### src/jtdp_regs.svh
// constants of the test access and debug port
// Notes on behaviour
// - The serial test output changes only on a falling edge of the test clock.
// - The test output is driven only in Shift-DR or Shift-IR, else released.
// - The serial test input is taken on each rising edge of the test clock.
// - Mode-select low in Test-Logic-Reset moves the controller to Run-Test/Idle.
// - All instructions and serial data are timed by the probe's test clock.
// - Instruction, boundary-scan and bypass registers form selectable paths.
// - A debug access to a bad address is flagged and the port stays usable.
// - Debug accesses come in byte, word and long size, full or offset address.
// - Debug register accesses still complete while the processor is halted.
`ifndef JTDP_REGS_SVH
`define JTDP_REGS_SVH

`define JTDP_IR_LEN       4
`define JTDP_IR_EXTEST    4'h0
`define JTDP_IR_SAMPLE    4'h1
`define JTDP_IR_DEBUG     4'h8
`define JTDP_IR_BYPASS    4'hF
`define JTDP_IR_CAPTURE   4'h1

`define JTDP_DBG_LEN      68
`define JTDP_SIZE_LSB     0
`define JTDP_WE_BIT       2
`define JTDP_OFS_BIT      3
`define JTDP_ADDR_LSB     4
`define JTDP_DATA_LSB     36
`define JTDP_ST_ERR       0
`define JTDP_ST_BUSY      1
`define JTDP_SIZE_BAD     2'h3

`define JTDP_TLR_COUNT    3'h5

`endif

### src/jtdp_pkg.sv
// types of the test access and debug port
`default_nettype none
package jtdp_pkg;
    typedef enum logic [15:0] {
        TAP_RESET   = 16'h0001,
        TAP_IDLE    = 16'h0002,
        TAP_SEL_DR  = 16'h0004,
        TAP_CAP_DR  = 16'h0008,
        TAP_SH_DR   = 16'h0010,
        TAP_EX1_DR  = 16'h0020,
        TAP_PA_DR   = 16'h0040,
        TAP_EX2_DR  = 16'h0080,
        TAP_UP_DR   = 16'h0100,
        TAP_SEL_IR  = 16'h0200,
        TAP_CAP_IR  = 16'h0400,
        TAP_SH_IR   = 16'h0800,
        TAP_EX1_IR  = 16'h1000,
        TAP_PA_IR   = 16'h2000,
        TAP_EX2_IR  = 16'h4000,
        TAP_UP_IR   = 16'h8000
    } jtdp_state_t;
endpackage
`default_nettype wire

### src/jtdp_debug_port.sv
// test access port with boundary scan, bypass and debug access path
`timescale 1ns/1ps
`default_nettype none
`include "jtdp_regs.svh"
module jtdp_debug_port #(
    parameter int BSR_LEN = 16
) (
    input  wire logic               ref_clk,
    input  wire logic               reset,
    input  wire logic               tck,
    input  wire logic               tms,
    input  wire logic               tdi,
    output logic                    tdo,
    output logic                    tdo_oe,
    input  wire logic [BSR_LEN-1:0] bsr_in,
    output logic      [BSR_LEN-1:0] bsr_out,
    output logic                    bsr_drive,
    output logic                    dbg_req,
    output logic                    dbg_we,
    output logic      [1:0]         dbg_size,
    output logic      [31:0]        dbg_addr,
    output logic      [31:0]        dbg_wdata,
    input  wire logic               dbg_ack,
    input  wire logic               dbg_err,
    input  wire logic [31:0]        dbg_rdata
);
    localparam int DL = `JTDP_DBG_LEN;
    localparam int IL = `JTDP_IR_LEN;

    // pin synchronisers; the last stage of tck feeds the edge finder
    logic [2:0]         tck_q;
    logic [1:0]         tms_q;
    logic [1:0]         tdi_q;
    logic [BSR_LEN-1:0] bsr_q1;
    logic [BSR_LEN-1:0] bsr_q2;

    always_ff @(posedge ref_clk) begin
        if (reset) begin
            tck_q  <= 3'h7; // probe parks the clock high: no false edge
            tms_q  <= 2'h3;
            tdi_q  <= 2'h0;
            bsr_q1 <= '0;
            bsr_q2 <= '0;
        end else begin
            tck_q  <= {tck_q[1:0], tck};
            tms_q  <= {tms_q[0], tms};
            tdi_q  <= {tdi_q[0], tdi};
            bsr_q1 <= bsr_in;
            bsr_q2 <= bsr_q1;
        end
    end

    wire tck_rise = tck_q[1] && !tck_q[2];
    wire tck_fall = !tck_q[1] && tck_q[2];
    wire tms_s    = tms_q[1];
    wire tdi_s    = tdi_q[1];

    jtdp_pkg::jtdp_state_t state;

    jtdp_tap_fsm u_fsm (
        .ref_clk  (ref_clk),
        .reset    (reset),
        .tck_rise (tck_rise),
        .tms      (tms_s),
        .state    (state)
    );

    logic [IL-1:0]      ir;
    logic [IL-1:0]      ir_sh;
    logic               bypass;
    logic [BSR_LEN-1:0] bsr_sh;
    logic [DL-1:0]      dbg_sh;
    logic [31:0]        base;
    logic [31:0]        last_rdata;
    logic               err_flag;

    wire st_cap_dr = state == jtdp_pkg::TAP_CAP_DR;
    wire st_sh_dr  = state == jtdp_pkg::TAP_SH_DR;
    wire st_up_dr  = state == jtdp_pkg::TAP_UP_DR;
    wire st_sh_ir  = state == jtdp_pkg::TAP_SH_IR;
    wire st_reset  = state == jtdp_pkg::TAP_RESET;

    // decode; unknown codes fall back to bypass as the standard asks
    wire sel_bsr = ir == `JTDP_IR_EXTEST || ir == `JTDP_IR_SAMPLE;
    wire sel_dbg = ir == `JTDP_IR_DEBUG;
    wire sel_byp = !sel_bsr && !sel_dbg;

    wire path_bit = st_sh_ir ? ir_sh[0]
                  : sel_bsr  ? bsr_sh[0]
                  : sel_dbg  ? dbg_sh[0]
                  : bypass;
    wire in_shift = st_sh_dr || st_sh_ir;

    // debug command fields as shifted in
    wire [1:0]  cmd_size = dbg_sh[`JTDP_SIZE_LSB +: 2];
    wire        cmd_we   = dbg_sh[`JTDP_WE_BIT];
    wire        cmd_ofs  = dbg_sh[`JTDP_OFS_BIT];
    wire [31:0] cmd_addr = dbg_sh[`JTDP_ADDR_LSB +: 32];
    wire [31:0] cmd_data = dbg_sh[`JTDP_DATA_LSB +: 32];
    wire [31:0] eff_addr = cmd_ofs ? base + cmd_addr : cmd_addr;
    wire        issue    = tck_rise && st_up_dr && sel_dbg && !dbg_req;
    wire        bad_size = cmd_size == `JTDP_SIZE_BAD;

    wire [DL-1:0] dbg_status = {last_rdata, 34'h0, dbg_req, err_flag};

    // instruction register
    always_ff @(posedge ref_clk) begin
        if (reset) begin
            ir    <= `JTDP_IR_BYPASS;
            ir_sh <= '0;
        end else if (tck_rise) begin
            if (st_reset)
                ir <= `JTDP_IR_BYPASS;
            else if (state == jtdp_pkg::TAP_UP_IR)
                ir <= ir_sh;
            if (state == jtdp_pkg::TAP_CAP_IR)
                ir_sh <= `JTDP_IR_CAPTURE;
            else if (st_sh_ir)
                ir_sh <= {tdi_s, ir_sh[IL-1:1]};
        end
    end

    // data registers shift on the rising edge
    always_ff @(posedge ref_clk) begin
        if (reset) begin
            bypass <= 1'b0;
            bsr_sh <= '0;
            dbg_sh <= '0;
        end else if (tck_rise) begin
            if (st_cap_dr) begin
                bypass <= 1'b0;
                bsr_sh <= bsr_q2;
                dbg_sh <= dbg_status;
            end else if (st_sh_dr) begin
                if (sel_byp)
                    bypass <= tdi_s;
                if (sel_bsr)
                    bsr_sh <= {tdi_s, bsr_sh[BSR_LEN-1:1]};
                if (sel_dbg)
                    dbg_sh <= {tdi_s, dbg_sh[DL-1:1]};
            end
        end
    end

    // update latch preloads under either boundary code; pins driven
    // only under extest
    always_ff @(posedge ref_clk) begin
        if (reset) begin
            bsr_out   <= '0;
            bsr_drive <= 1'b0;
        end else begin
            bsr_drive <= ir == `JTDP_IR_EXTEST && !st_reset;
            if (tck_rise && st_up_dr && sel_bsr)
                bsr_out <= bsr_sh;
        end
    end

    // test output moves on the falling edge only
    always_ff @(posedge ref_clk) begin
        if (reset) begin
            tdo    <= 1'b0;
            tdo_oe <= 1'b0;
        end else if (tck_fall) begin
            tdo    <= in_shift ? path_bit : 1'b0;
            tdo_oe <= in_shift;
        end
    end

    // request stays up until acknowledged; no halt gating on purpose
    always_ff @(posedge ref_clk) begin
        if (reset) begin
            dbg_req    <= 1'b0;
            dbg_we     <= 1'b0;
            dbg_size   <= 2'h0;
            dbg_addr   <= 32'h0;
            dbg_wdata  <= 32'h0;
            base       <= 32'h0;
            last_rdata <= 32'h0;
            err_flag   <= 1'b0;
        end else if (dbg_req) begin
            if (dbg_ack) begin
                dbg_req    <= 1'b0;
                err_flag   <= dbg_err;
                last_rdata <= dbg_rdata;
            end
        end else if (issue) begin
            // a bad size is refused locally; the session carries on
            err_flag  <= bad_size;
            dbg_req   <= !bad_size;
            dbg_we    <= cmd_we;
            dbg_size  <= cmd_size;
            dbg_addr  <= eff_addr;
            dbg_wdata <= cmd_data;
            if (!cmd_ofs)
                base <= cmd_addr;
        end
    end
endmodule
`default_nettype wire

### src/jtdp_tap_fsm.sv
// test access port controller state machine
`timescale 1ns/1ps
`default_nettype none
`include "jtdp_regs.svh"
module jtdp_tap_fsm (
    input  wire logic                 ref_clk,
    input  wire logic                 reset,
    input  wire logic                 tck_rise,
    input  wire logic                 tms,
    output var  jtdp_pkg::jtdp_state_t state
);
    jtdp_pkg::jtdp_state_t next_state;
    logic [2:0]            tms_run;

    always_comb begin
        next_state = state;
        unique case (state)
            jtdp_pkg::TAP_RESET:  next_state = tms ? jtdp_pkg::TAP_RESET
                                                   : jtdp_pkg::TAP_IDLE;
            jtdp_pkg::TAP_IDLE:   next_state = tms ? jtdp_pkg::TAP_SEL_DR
                                                   : jtdp_pkg::TAP_IDLE;
            jtdp_pkg::TAP_SEL_DR: next_state = tms ? jtdp_pkg::TAP_SEL_IR
                                                   : jtdp_pkg::TAP_CAP_DR;
            jtdp_pkg::TAP_CAP_DR: next_state = tms ? jtdp_pkg::TAP_EX1_DR
                                                   : jtdp_pkg::TAP_SH_DR;
            jtdp_pkg::TAP_SH_DR:  next_state = tms ? jtdp_pkg::TAP_EX1_DR
                                                   : jtdp_pkg::TAP_SH_DR;
            jtdp_pkg::TAP_EX1_DR: next_state = tms ? jtdp_pkg::TAP_UP_DR
                                                   : jtdp_pkg::TAP_PA_DR;
            jtdp_pkg::TAP_PA_DR:  next_state = tms ? jtdp_pkg::TAP_EX2_DR
                                                   : jtdp_pkg::TAP_PA_DR;
            jtdp_pkg::TAP_EX2_DR: next_state = tms ? jtdp_pkg::TAP_UP_DR
                                                   : jtdp_pkg::TAP_SH_DR;
            jtdp_pkg::TAP_UP_DR:  next_state = tms ? jtdp_pkg::TAP_SEL_DR
                                                   : jtdp_pkg::TAP_IDLE;
            jtdp_pkg::TAP_SEL_IR: next_state = tms ? jtdp_pkg::TAP_RESET
                                                   : jtdp_pkg::TAP_CAP_IR;
            jtdp_pkg::TAP_CAP_IR: next_state = tms ? jtdp_pkg::TAP_EX1_IR
                                                   : jtdp_pkg::TAP_SH_IR;
            jtdp_pkg::TAP_SH_IR:  next_state = tms ? jtdp_pkg::TAP_EX1_IR
                                                   : jtdp_pkg::TAP_SH_IR;
            jtdp_pkg::TAP_EX1_IR: next_state = tms ? jtdp_pkg::TAP_UP_IR
                                                   : jtdp_pkg::TAP_PA_IR;
            jtdp_pkg::TAP_PA_IR:  next_state = tms ? jtdp_pkg::TAP_EX2_IR
                                                   : jtdp_pkg::TAP_PA_IR;
            jtdp_pkg::TAP_EX2_IR: next_state = tms ? jtdp_pkg::TAP_UP_IR
                                                   : jtdp_pkg::TAP_SH_IR;
            jtdp_pkg::TAP_UP_IR:  next_state = tms ? jtdp_pkg::TAP_SEL_DR
                                                   : jtdp_pkg::TAP_IDLE;
            default:              next_state = jtdp_pkg::TAP_RESET;
        endcase
    end

    // state only moves on a test-clock rising edge
    always_ff @(posedge ref_clk) begin
        if (reset)
            state <= jtdp_pkg::TAP_RESET;
        else if (tck_rise)
            state <= next_state;
    end

    // helper: consecutive mode-select-high clock count, saturating
    always_ff @(posedge ref_clk) begin
        if (reset)
            tms_run <= 3'h0;
        else if (tck_rise)
            tms_run <= !tms ? 3'h0
                     : (tms_run == `JTDP_TLR_COUNT) ? tms_run
                     : tms_run + 3'h1;
    end
endmodule
`default_nettype wire

### config.mk
export PLATFORM = sky130hd
export DESIGN_NAME = jtdp_debug_port
export DESIGN_NICKNAME = d
export VERILOG_FILES = /design/src/jtdp_pkg.sv /design/src/jtdp_debug_port.sv /design/src/jtdp_tap_fsm.sv
export VERILOG_INCLUDE_DIRS = /design/src
export SDC_FILE = /design/constraint.sdc
export NUM_CORES = 1
export LEC_CHECK = 0
export BUFFER_PORTS_ARGS = -buffer_cell sky130_fd_sc_hd__buf_2
export CORE_ASPECT_RATIO = 1.5
export CORE_MARGIN = 1
export CORE_UTILIZATION = 30
export DETAILED_ROUTE_END_ITERATION = 8
export PLACE_DENSITY = 0.43
export RECOVER_POWER = 25
export SLEW_MARGIN = 20
export SYNTH_ARGS = -nofsm -noshare
export SYNTH_HDL_FRONTEND = slang
export SYNTH_HIERARCHICAL = 1
export SYNTH_SLANG_ARGS = --single-unit
### constraint.sdc
create_clock -name ref_clk -period 5.8 [get_ports ref_clk]
set_clock_uncertainty 0.2 [all_clocks]
set_input_delay 1.16 -clock ref_clk [delete_from_list [all_inputs] [get_ports ref_clk]]
set_output_delay 1.16 -clock ref_clk [all_outputs]
set_load 0.005 [all_outputs]
### After elaboration in Yosys (flattened, before gate mapping)

Index checks and enable logic that the tools add are counted.

* logic and storage cells: 120
* register bits: 300
* input port bits: 55
* output and inout port bits: 87

* bitwise gates (word level): 2
* eq/ne operators: 20
* mux-type cells: 37
* reduce and logical (&&, ||, !) cells: 37
* $add $sub $neg: 1

Operator list (count)
* $mux W68: 3
* $pmux W16 S12: 1
* $mux W16: 5
* $add A32 B32 Y32: 1
* $mux W32: 1
* $mux W9: 2
* $eq A16 B1 Y1 const B: 1
* $eq A16 B10 Y1 const B: 1
* $eq A16 B11 Y1 const B: 1
* $eq A16 B12 Y1 const B: 1
* $eq A16 B13 Y1 const B: 1
* $eq A16 B14 Y1 const B: 1
* $eq A16 B15 Y1 const B: 1
* $eq A16 B16 Y1 const B: 1
* $eq A16 B2 Y1 const B: 1
* $eq A16 B3 Y1 const B: 1
* $eq A16 B4 Y1 const B: 1
* $eq A16 B5 Y1 const B: 1
* $eq A16 B6 Y1 const B: 1
* $eq A16 B7 Y1 const B: 1
* $eq A16 B8 Y1 const B: 1
* $eq A16 B9 Y1 const B: 1
* $mux W4: 4
* $mux W15: 1
* other kinds (22): 63

### Longest topological paths before layout

* depth in word-level cells: 7
* gate-level depth with buffers: 10
* mapped depth without buffers: 10

### Hierarchy

The synthesis kept the hierarchy.

By module, submodules not included
* jtdp_debug_port: instances 1, area an instance 12354.3 sq um, seq. area each 5685.5 sq um, cells each 1490
* jtdp_tap_fsm: instances 1, area an instance 1027.2 sq um, seq. area each 320.3 sq um, cells each 130

### Worst setup path after synthesis

OpenSTA, ideal clock, no wires.

* path kind: reg-to-reg
* start point: register u_fsm.state[1]
* end point: register dbg_addr[31]
* library setup time: 0.127 ns
* buffers on the path: 1
* slack: 2.708 ns
* clock period less this slack: 3.092 ns
* required time: 5.473 ns
* cell stages (with the launch flop): 9
* data arrival time: 2.765 ns
* path through: dfxtp_1 > or4_1 > or4_1 > or3_1 > buf_6 > or3_4 > a22oi_2 > o22ai_1 > or3_1

* word-level cells in the longest chain between the ends: 5

Ends and longest elaborated chain
* from (decl): line jtdp_tap_fsm.sv:10 `output var jtdp_pkg::jtdp_state_t state`
* from (signal assigned): line jtdp_tap_fsm.sv:57 `state <= jtdp_pkg::TAP_RESET;`
* from (signal assigned): line jtdp_tap_fsm.sv:59 `state <= next_state;`
* $eq A16 B9 Y1: line jtdp_debug_port.sv:79 `wire st_up_dr = state == jtdp_pkg::TAP_UP_DR;`
* $logic_and A1 B1 Y1 (3 in series): line jtdp_debug_port.sv:101 `wire issue = tck_rise && st_up_dr && sel_dbg && !dbg_req;`
* $reduce_and A2 Y1 (no line)
* to (signal assigned): line jtdp_debug_port.sv:192 `dbg_addr <= eff_addr;`
* to (decl): line jtdp_debug_port.sv:21 `output logic [31:0] dbg_addr,`

Every way passes these cells.
A chain may end at the register's enable or synchronous reset.

### Worst setup path after layout

* start point: register u_fsm.state[6]
* end point: register dbg_addr[17]

Same word-level chain as after synthesis.

==> impl_metrics.py <==
metrics = {
    "power": {
        "peakVddDrop_uv": 197,
        "leakage_nw": 5.89,
        "power_w": 0.00423,
        "cellPowerDensity_mw_per_mm2": 274,
    },
    "critical_path": {
        "crit_chain": "or4_1, or4_1, or3_1, or3_4, nor2_4, nand2_1, a31oi_1",
        "required_ns": 6.03,
        "crit_fanout": 58,
        "endpoint_kind": "flip-flop",
        "crit_path_start_kind": "flip-flop",
        "r2r_slack_ns": 1.57,
        "worstPathArrival_ns": 4.46,
        "worstSetupPathType": "flip-flop to flip-flop",
        "critPathMostFrequentCell": "or4_1",
        "cp_slowest_cell": "nor2_4",
        "cp_top_family": "simple AND/OR/NAND/NOR gates",
        "slowest_delay_ns": 0.87,
        "cp_num_buf_inv": 0,
    },
    "detailed_routing": {
        "num_vias": 11500,
        "ant_nets": 0,
        "wirelength_um": 39900,
        "post-route-drc-count": 0,
        "avgViaCountPerCell": 5.05,
        "drtIter0Drc": 683,
        "wl_per_cell_um": 17.4,
        "dr.pass1.iters": 7,
    },
    "timing": {
        "period_share_pct": 72.9,
        "maxSlewViolCount": 0,
        "maxSlewHeadroom_pct": 30.1,
        "fin_tns_setup_ns": 0,
        "fmax_mhz": 237,
        "fin_crit_ns": 4.23,
        "whs_ns": 0.219,
        "hold_viol": 0,
        "setup_viol": 0,
        "rsz0062_at_grt": "false",
        "tightest_slew_ns": 1.05,
    },
    "floorplan": {
        "coreArea_mm2": 0.0440,
        "die_area_mm2": 0.0455,
        "start_util_pct": 30.4,
        "num_io_pins": 142,
        "die_h_um": 261,
        "dieWidth_um": 174,
        "num_rows": 94,
    },
    "run": {
        "cap_viol_max_count": 0,
    },
    "yosys": {
        "ys_seq_elements": 300,
        "synth.largest_area_cell": "dfxtp_1",
        "ys_warn_count": 6,
        "synthXorXnorAreaFrac_pct": 2.16,
        "synthMuxAreaShare_pct": 4.65,
        "netlist.area_leader.share_pct": 44.9,
        "synthTopCellsByArea": "dfxtp_1, nand2_1, a21oi_1",
        "synth_top_family_by_area": "simple AND/OR/NAND/NOR gates",
        "yosys.area_share.adder_pct": 3.05,
        "synth_enable_flop_cells": 0,
        "synthArstFlopShare_pct": 0,
        "synth_seq_area_share_pct": 44.9,
        "synth_compound_area_share_pct": 18.3,
        "syn-cell-area_mm2": 0.0134,
        "syn_inst": 1620,
        "synth.most_common_cell": "nand2_1",
        "syn_area_per_cell_um2": 8.26,
        "synth_top_cells_by_count": "nand2_1, dfxtp_1, a21oi_1",
        "yosys.area_share.simple_pct": 23.0,
        "synth_nets": 1707,
        "yosysUniqueCellTypes": 74,
        "synth-main-ff-cell": "dfxtp_1",
    },
    "grt": {
        "grt_pass1_wl_um": 63000,
        "first_global_vias": 11500,
        "antenna_found_initial": 1,
        "overflow": 0,
        "groute.usage.overall_pct": 17.3,
        "grt_max_degree": 186,
    },
    "cts": {
        "post_cts_buffers": 0,
        "cts.htree.levels": 2,
        "cts.path.max_buffers": 3,
        "cts.sinks": 300,
        "clkLatencyLatePin_ns": 0.52,
        "clk_pin_slew_worst_paths_ns": 0.06,
        "cts_root_buf": "clkbuf_16",
        "tritoncts": "built",
        "cts_buffers": 34,
        "cts_hold_buffers": 0,
        "post_cts_resized": 0,
    },
    "final_layout": {
        "fin_cells": 2287,
        "fill_cells": 4705,
        "nets": 1780,
        "fin_area_mm2": 0.0155,
        "drive_gt1_share_pct": 11.3,
        "area_growth_pct": 15.6,
        "multi_input_area_mm2": 0.00687,
        "regArea_mm2": 0.00601,
    },
    "place": {
        "gp_congestion": 0.823,
        "place_area_mm2": 0.0145,
        "post-place-cells": 2233,
        "dp_hpwl_um": 26000,
        "port_buffers": 141,
    },
    "run_status": {
        "status": "complete, no violations",
    },
    "min_path": {
        "hold_path_class": "flip-flop to flip-flop",
    },
}
==> through the flow <==
step / setup WS [ns] / utilization, %
final: 1.57 / 35.2
after global routing: 1.39 / 35.2
after CTS: 1.54 / 35.3
after detailed placement: 1.57 / 32.9
after global placement: 1.63 / 32.9
after floorplan: 2.71 / -
==> worst register-to-register path, cell delays in order (launching register included) <==
cell	delay, ns
dfxtp_1	0.38
or4_1	0.57
or4_1	0.45
or3_1	0.51
or3_4	0.77
nor2_4	0.89
nand2_1	0.17
a31oi_1	0.21
==> kinds of logic (layout without fill, tap and decap cells) <==
group / after synthesis / after routing
mux: 62 / 62
flops: 300 / 300
fa+ha+maj: 32 / 32
buf+inv: 129 / 219
simple gates: 661 / 661
xor+xnor: 33 / 33
other cells: 0 / 1
compound gates: 403 / 403
==> area by class of cell <==
class	count	area share, %
clock inverter	5	0.348
tap	576	4.66
sequential	300	38.8
multi-input combinational	1191	44.4
clock buffer	48	6.36
timing repair buffer	153	5.10
inverter	13	0.315
antenna	1	0.0162
==> flip-flops by register name (all words and copies together), names as in the netlist, 16 cells and up <==
| signal | cells |
|---|---|
| bsr_q1 | 16 |
| dbg_wdata | 32 |
| last_rdata | 32 |
| bsr_q2 | 16 |
| bsr_sh | 16 |
| base | 32 |
| dbg_addr | 32 |
| dbg_sh | 68 |
| bsr_out | 16 |
| u_fsm/state | 16 |
==> layer usage <==
| layer | up-vias | GRT usage, % | routed length (um) |
|---|---|---|---|
| li1 | 5794 | - | - |
| met1 | 5450 | 20.8 | 17200 |
| met2 | 239 | 31.3 | 20300 |
| met3 | 57 | 2.56 | 1540 |
| met4 | 0 | 5.60 | 947 |
| met5 | - | 0 | 0 |
==> layout by cell type (no fill, tap or decap), types with 6 or more instances in the layout <==
| cell | count |
|---|---|
| mux2i_1 | 61 |
| nand2_1 | 330 |
| xnor2_1 | 15 |
| a21oi_1 | 212 |
| nand3_1 | 51 |
| buf_2 | 107 |
| clkbuf_8 | 6 |
| or4_1 | 7 |
| nor2b_1 | 37 |
| inv_1 | 12 |
| or2_2 | 6 |
| o22ai_1 | 7 |
| nor2_1 | 127 |
| nand4_1 | 7 |
| or3_1 | 6 |
| nor4_1 | 8 |
| nand2b_1 | 9 |
| a211oi_1 | 74 |
| a22oi_1 | 9 |
| o21bai_1 | 6 |
| o21ai_0 | 33 |
| xor2_1 | 18 |
| a31oi_1 | 9 |
| dfxtp_1 | 300 |
| buf_4 | 10 |
| clkbuf_16 | 35 |
| a2111oi_0 | 6 |
| clkbuf_1 | 40 |
| and2_1 | 6 |
| nand3b_1 | 6 |
| a21o_1 | 16 |
| nor3_1 | 24 |
| ha_1 | 31 |
==> power by group <==
part / switching, W / internal (W)
combinational: 0.0000534 / 0.0000270
clock: 0.000854 / 0.00122
sequential: 0.00000605 / 0.00207
total: 0.000913 / 0.00332
==> worst paths after layout <==
| check | cells after the start | startpoint | endpoint |
|---|---|---|---|
| worst max-delay path | 7 | u_fsm/state[6] | dbg_addr[17] |
| worst min-delay path | 1 | tck_q[0] | tck_q[1] |
| worst max register to register | 7 | u_fsm/state[6] | dbg_addr[17] |
| worst min register to register | 1 | tck_q[0] | tck_q[1] |
(Power assumes the default switching activity.)
